File: src/core/move_exec_defs.vh
// Constants for the move and idle instruction executor.
// Assumes a 12-bit instruction word and a 32-entry, 8-bit file register space.
`ifndef MOVE_EXEC_DEFS_VH
`define MOVE_EXEC_DEFS_VH

// ----------------------------------------
// Instruction encodings
// ----------------------------------------
`define COPY_REG_MASK   12'hfc0
`define COPY_REG_CODE   12'h200
`define STORE_ACC_MASK  12'hfe0
`define STORE_ACC_CODE  12'h020
`define LOAD_CONST_MASK 12'hf00
`define LOAD_CONST_CODE 12'hc00
`define IDLE_CODE       12'h000
`define DEST_BIT        5
`define INDEX_MSB       4
`define CONST_MSB       7

// ----------------------------------------
// Timing
// ----------------------------------------
`define OSC_PER_CYCLE   4
`define PHASE_LAST      2'h3

// ----------------------------------------
// Reset values
// ----------------------------------------
`define ACC_RESET       8'h00
`define ZERO_RESET      1'b0

`endif

File: src/core/move_and_nop_instr_exec.v
// Executor for copy-register, store-accumulator, load-constant and idle words.
// Assumes instr holds a fetched word for a whole instruction cycle and that
// file register reads are combinational (reg_rdata follows reg_addr).
`include "move_exec_defs.vh"

module move_and_nop_instr_exec (
    input  wire        clk,
    input  wire        nrst,
    input  wire [11:0] instr,
    input  wire [7:0]  reg_rdata,
    output reg  [4:0]  reg_addr,
    output reg  [7:0]  reg_wdata,
    output reg         reg_we,
    output reg  [7:0]  acc,
    output reg         zero_flag,
    output reg         cycle_start,
    output reg         illegal
);

    // ----------------------------------------
    // Instruction word fields
    // ----------------------------------------
    // Slices are named once so the execute and write-port logic read as the encodings.
    wire [4:0] field_index;
    wire [7:0] field_const;
    wire       field_dest;

    assign field_index = instr[`INDEX_MSB:0];
    assign field_const = instr[`CONST_MSB:0];
    assign field_dest  = instr[`DEST_BIT];

    // ----------------------------------------
    // Quarter-cycle phase counter
    // ----------------------------------------
    // Plain edge-triggered flops only, no dynamic state: the clock may stop
    // at any phase and the instruction cycle resumes where it left off.
    reg  [1:0] phase;
    reg  [1:0] next_phase;
    wire       last_phase;

    assign last_phase = (phase == `PHASE_LAST);

    always @* begin
        next_phase = phase + 2'h1;
    end

    always @(posedge clk or negedge nrst) begin
        if (!nrst) begin
            phase <= 2'h0;
        end else begin
            phase <= next_phase;
        end
    end

    // ----------------------------------------
    // Decode
    // ----------------------------------------
    // Decode is purely combinational; nothing is acted on before the last phase.
    wire is_copy;
    wire is_store;
    wire is_load;
    wire is_idle;
    wire is_known;

    assign is_copy  = ((instr & `COPY_REG_MASK) == `COPY_REG_CODE);
    assign is_store = ((instr & `STORE_ACC_MASK) == `STORE_ACC_CODE);
    assign is_load  = ((instr & `LOAD_CONST_MASK) == `LOAD_CONST_CODE);
    assign is_idle  = (instr == `IDLE_CODE);
    assign is_known = is_copy | is_store | is_load | is_idle;

    // ----------------------------------------
    // Execute strobes
    // ----------------------------------------
    // Each strobe is high on the last phase only, so one word executes once
    // per instruction cycle however long it is held.
    wire do_copy;
    wire do_store;
    wire do_load;
    wire do_copy_acc;
    wire do_copy_back;

    assign do_copy      = last_phase & is_copy;
    assign do_store     = last_phase & is_store;
    assign do_load      = last_phase & is_load;
    assign do_copy_acc  = do_copy & ~field_dest;
    assign do_copy_back = do_copy & field_dest;

    // ----------------------------------------
    // Accumulator
    // ----------------------------------------
    reg  [7:0] next_acc;

    always @* begin
        next_acc = acc;
        if (do_copy_acc) begin
            next_acc = reg_rdata;
        end else if (do_load) begin
            next_acc = field_const;
        end
    end

    always @(posedge clk or negedge nrst) begin
        if (!nrst) begin
            acc <= `ACC_RESET;
        end else begin
            acc <= next_acc;
        end
    end

    // ----------------------------------------
    // Zero status flag
    // ----------------------------------------
    // Only the copy-register word touches the flag; the other words keep it.
    reg        next_zero;

    always @* begin
        next_zero = zero_flag;
        if (do_copy) begin
            next_zero = (reg_rdata == 8'h00);
        end
    end

    always @(posedge clk or negedge nrst) begin
        if (!nrst) begin
            zero_flag <= `ZERO_RESET;
        end else begin
            zero_flag <= next_zero;
        end
    end

    // ----------------------------------------
    // File register write port
    // ----------------------------------------
    // The index follows the word one clock behind, so a read that depends on
    // it has settled by the last phase. Write data holds between writes.
    reg        next_we;
    reg  [7:0] next_wdata;
    reg  [4:0] next_addr;

    always @* begin
        next_we    = 1'b0;
        next_wdata = reg_wdata;
        next_addr  = field_index;
        if (do_copy_back) begin
            next_we    = 1'b1;
            next_wdata = reg_rdata;
        end else if (do_store) begin
            next_we    = 1'b1;
            next_wdata = acc;
        end
    end

    always @(posedge clk or negedge nrst) begin
        if (!nrst) begin
            reg_we <= 1'b0;
        end else begin
            reg_we <= next_we;
        end
    end

    always @(posedge clk or negedge nrst) begin
        if (!nrst) begin
            reg_wdata <= 8'h00;
        end else begin
            reg_wdata <= next_wdata;
        end
    end

    always @(posedge clk or negedge nrst) begin
        if (!nrst) begin
            reg_addr <= 5'h00;
        end else begin
            reg_addr <= next_addr;
        end
    end

    // ----------------------------------------
    // Cycle marker
    // ----------------------------------------
    // One-clock pulse after every executed instruction cycle.
    reg        next_cycle_start;

    always @* begin
        next_cycle_start = last_phase;
    end

    always @(posedge clk or negedge nrst) begin
        if (!nrst) begin
            cycle_start <= 1'b0;
        end else begin
            cycle_start <= next_cycle_start;
        end
    end

    // ----------------------------------------
    // Unhandled word flag
    // ----------------------------------------
    // Words outside the four handled ones do nothing but raise this level;
    // it is refreshed on every last phase, so it names the latest word.
    reg        next_illegal;

    always @* begin
        next_illegal = illegal;
        if (last_phase) begin
            next_illegal = ~is_known;
        end
    end

    always @(posedge clk or negedge nrst) begin
        if (!nrst) begin
            illegal <= 1'b0;
        end else begin
            illegal <= next_illegal;
        end
    end

endmodule // move_and_nop_instr_exec

File: config.mk
export PLATFORM = sky130hd
export DESIGN_NAME = move_and_nop_instr_exec
export DESIGN_NICKNAME = d
export VERILOG_FILES = /design/src/core/move_and_nop_instr_exec.v
export VERILOG_INCLUDE_DIRS = /design/src /design/src/core
export SDC_FILE = /design/constraint.sdc
export NUM_CORES = 1
export LEC_CHECK = 0
export BUFFER_PORTS_ARGS = -buffer_cell sky130_fd_sc_hd__buf_4
export CAP_MARGIN = 20
export CORE_MARGIN = 2
export CORE_UTILIZATION = 50
export CTS_CLUSTER_SIZE = 16
export DETAILED_ROUTE_END_ITERATION = 7
export GPL_TIMING_DRIVEN = 0
export PLACE_DENSITY = 0.92
export SYNTH_ARGS = -nofsm -noshare
export SYNTH_HDL_FRONTEND = slang
export SYNTH_SLANG_ARGS = --single-unit
File: constraint.sdc
create_clock -name clk -period 2.9 [get_ports clk]
set_clock_uncertainty 0.15 [all_clocks]
set_input_delay 0.145 -clock clk [delete_from_list [all_inputs] [get_ports clk]]
set_output_delay 0.145 -clock clk [all_outputs]
set_load 0.1 [all_outputs]
==> flow_summary.ini <==
[grt]
overflow = 0
grt_usage_pct = 26.6
grt_pass1_wl_um = 5570
antenna_found_initial = 0
grt_pass1_vias = 1147
grt_max_degree = 28

[worst_setup_path]
cp_common_cell = dlygate4sd3_1
reg2reg_to = acc[6]
crit_family = buffers and inverters
setup.worst_path.end_class = flip-flop
crit_chain = dlygate4sd3_1, buf_4, nor4_1, dlygate4sd3_1, nand2_1, dlygate4sd3_1, mux2i_1, dlygate4sd3_1
r2r_start = phase[0]
r2r_slack_ns = 0.50
worst-path-max-fanout = 3
crit_buf_inv = 5
required_ns = 3.04
critPathKind = input pin to flip-flop
critPathMaxStageDelay_ns = 0.58
cp.arrival_ns = 3.02
reg2reg_depth = 7
start_kind = input pin
crit_slowest_cell = dlygate4sd3_1

[yosys]
synthTopCellsByArea = dfrtp_1 54%, mux2_2 14%, a31oi_1 4.0%, o21ai_0 4.0%, nand3_1 3.2%
yosys_warnings = 0
synth_mux_area_share_pct = 15.2
ys_seq_elements = 27
synth_edf_count = 0
avgSynthCellArea_um2 = 11.6
yosys.cell_types.count = 29
synthesis.area_um2 = 1250
synth_top_family_by_area = simple AND/OR/NAND/NOR gates
synth_nets = 131
synthFlopType = dfrtp_1
synth_compound_area_share_pct = 9.83
netlist.area_leader.share_pct = 54.2
synth_cells = 108
yosys.area_share.adder_pct = 1.00
synth-simple-area-share_pct = 16.4
yosys.area.top_type = dfrtp_1
synthArstFlopShare_pct = 100
seq_area_frac_synth_pct = 54.2
synth_xor_area_share_pct = 0

[worst_hold_path]
worstHoldEndpoint = reg_wdata[5]
hp-class = input pin to flip-flop
min-delay-start = reg_rdata[5]
hold_depth = 3

[floorplan]
start_util_pct = 51.8
ios = 47
core_um2 = 2410
die_h_um = 54.0
row_count = 18
dieArea_um2 = 2910
die_x_um = 54.0

[detailed_routing]
wl_met2_um = 1770
wl_met1_um = 1350
wl_per_cell_um = 16.7
vias = 1201
route.detailed.drc = 0
drt_iter0_markers = 54
vias_per_cell = 5.80
dr.max_layer_used = met4
routed-wl-met3_um = 272
antenna_left = 0
firstDrtPassIters = 4
drt-total-wl_um = 3450

[power]
power_frac_comb_pct = 38.4
p_per_area_nw_per_um2 = 520
seqPwrFrac_pct = 44.0
swShare_pct = 41.9
peakVddDrop_v = 0.000404
power_frac_clock_pct = 17.6
p_int_mw = 0.559
p_leak_nw = 0.854
switching_power_mw = 0.403

[timing]
min_period_over_period_pct = 99.3
finalHoldViolCount = 0
min_period_ns = 2.88
rsz0062_at_grt = false
report.final.slew_viol_count = 0
relSlewSlack_pct = 66.7
finalSetupTns_ns = 0
setup_viol = 0
fmax_mhz = 347
tightest_slew_ns = 0.498

[clock_network]
cts_tree = done
clk_pin_slew_ns = 0.15
clock_path_buffers = 2
clock_latency_ns = 0.34
postCtsSetupBuffers = 0
cts_sinks = 27
cts-buffers-inserted = 3
cts-root-buf = clkbuf_4
h-tree-depth = 1
cts-resized-gates = 0

[place]
dpl.hpwl_um = 2160
placedCellCount = 184
gp_congestion = 0.866
portBuffers = 46

[finish]
syn2layout_area_growth_pct = 48.3
insertedDiodeCount = 0
drive_above_1_share_pct = 39.5
nets = 201
stdcell_count = 207

[run_status]
outcome = finished clean

[job]
drv_cap = 0
kinds of logic after synthesis:
group	after synthesis
buffers and inverters	10
muxes	17
AOI/OAI and AO/OA	21
DFF	27
and+or+nand+nor	32
adders and majority gates	1
per-layer routing:
| metal | vias to the layer above | track usage [%] |
|---|---|---|
| met5 | - | 0 |
| met2 | 78 | 44.1 |
| li1 | 541 | - |
| met1 | 572 | 36.3 |
| met4 | 0 | 8.12 |
| met3 | 10 | 3.33 |
power groups by stage:
stage,logic (mW),registers (mW),clock network [mW]
floorplan,0.0456,0.628,0
global placement,0.341,0.429,0
detailed placement,0.345,0.429,0
CTS,0.367,0.422,0.169
global route,0.384,0.426,0.192
finish,0.369,0.423,0.169
final cells by class:
type	count	area, um^2
Sequential cell	27	676
Clock inverter	1	7.51
Multi-Input combinational cell	71	531
Clock buffer	3	22.5
Fill cell	142	559
Tap cell	30	37.5
Inverter	4	15.0
Timing Repair Buffer	65	536
Buffer	6	26.3
state kept, by name, summed over array words and instances (netlist names):
name / count
phase: 2
reg_we: 1
reg_addr: 5
reg_wdata: 8
cycle_start: 1
zero_flag: 1
illegal: 1
acc: 8
cells in the mapped netlist (all sizes together), types with 2 or more instances:
master and instances:
nor4bb 2, or4 2, nor3 7, clkbuf 2
o21ai 10, nand3 8, dfrtp 27, inv 4
buf 4, nor4 3, mux2 16, a31oi 8
through the flow:
stage	util, %	total power [mW]	area (um^2)	setup WS, ns	hold WS, ns
2_1_floorplan	-	0.674	1250	1.10	-0.301
3_3_place_gp	67.7	0.769	1630	0.929	-0.0816
3_5_place_dp	67.7	0.774	1630	0.821	-0.0745
4_1_cts	76.8	0.959	1850	0.110	0.0294
5_1_grt	76.8	1.00	1850	0.00964	0.0259
6_report	76.8	0.961	1850	0.0198	0.0273
cell usage in the layout (no fill, tap or decap), types with 3 or more instances in the layout:
| cell type | netlist | layout |
|---|---|---|
| buf_4 | 0 | 46 |
| dfrtp_1 | 27 | 27 |
| dlygate4sd3_1 | 0 | 19 |
| mux2_2 | 16 | 16 |
| o21ai_0 | 10 | 10 |
| nand3_1 | 8 | 8 |
| a31oi_1 | 8 | 8 |
| nor3_1 | 7 | 7 |
| inv_1 | 4 | 4 |
| buf_2 | 3 | 3 |
| clkbuf_4 | 0 | 3 |
worst max-delay path by stage:
| stage | cells past startpoint | from | slack (ns) | end |
|---|---|---|---|---|
| 6_report | 8 | reg_rdata[2] | 0.02 | zero_flag |
| 5_1_grt | 8 | reg_rdata[2] | 0.01 | zero_flag |
| 4_1_cts | 8 | reg_rdata[2] | 0.11 | zero_flag |
| 3_5_place_dp | 5 | phase[0] | 0.82 | reg_wdata[4] |
| 3_3_place_gp | 5 | phase[0] | 0.93 | reg_wdata[0] |
| 2_1_floorplan | 5 | phase[0] | 1.10 | reg_wdata[0] |
repair_timing:
action | CTS | global route
hold endpoints to repair | 42 | 0
hold buffers | 19 | 0
setup endpoints to repair | 0 | 0
worst register-to-register path, cell delays in order (launching register included):
cell and delay (ns):
dfrtp_1 0.42, ha_1 0.29, nand4bb_1 0.14, buf_1 0.32
or2_1 0.15, buf_2 0.17, a31oi_1 0.09, dlygate4sd3_1 0.56
Power figures use the tool's default switching activity.
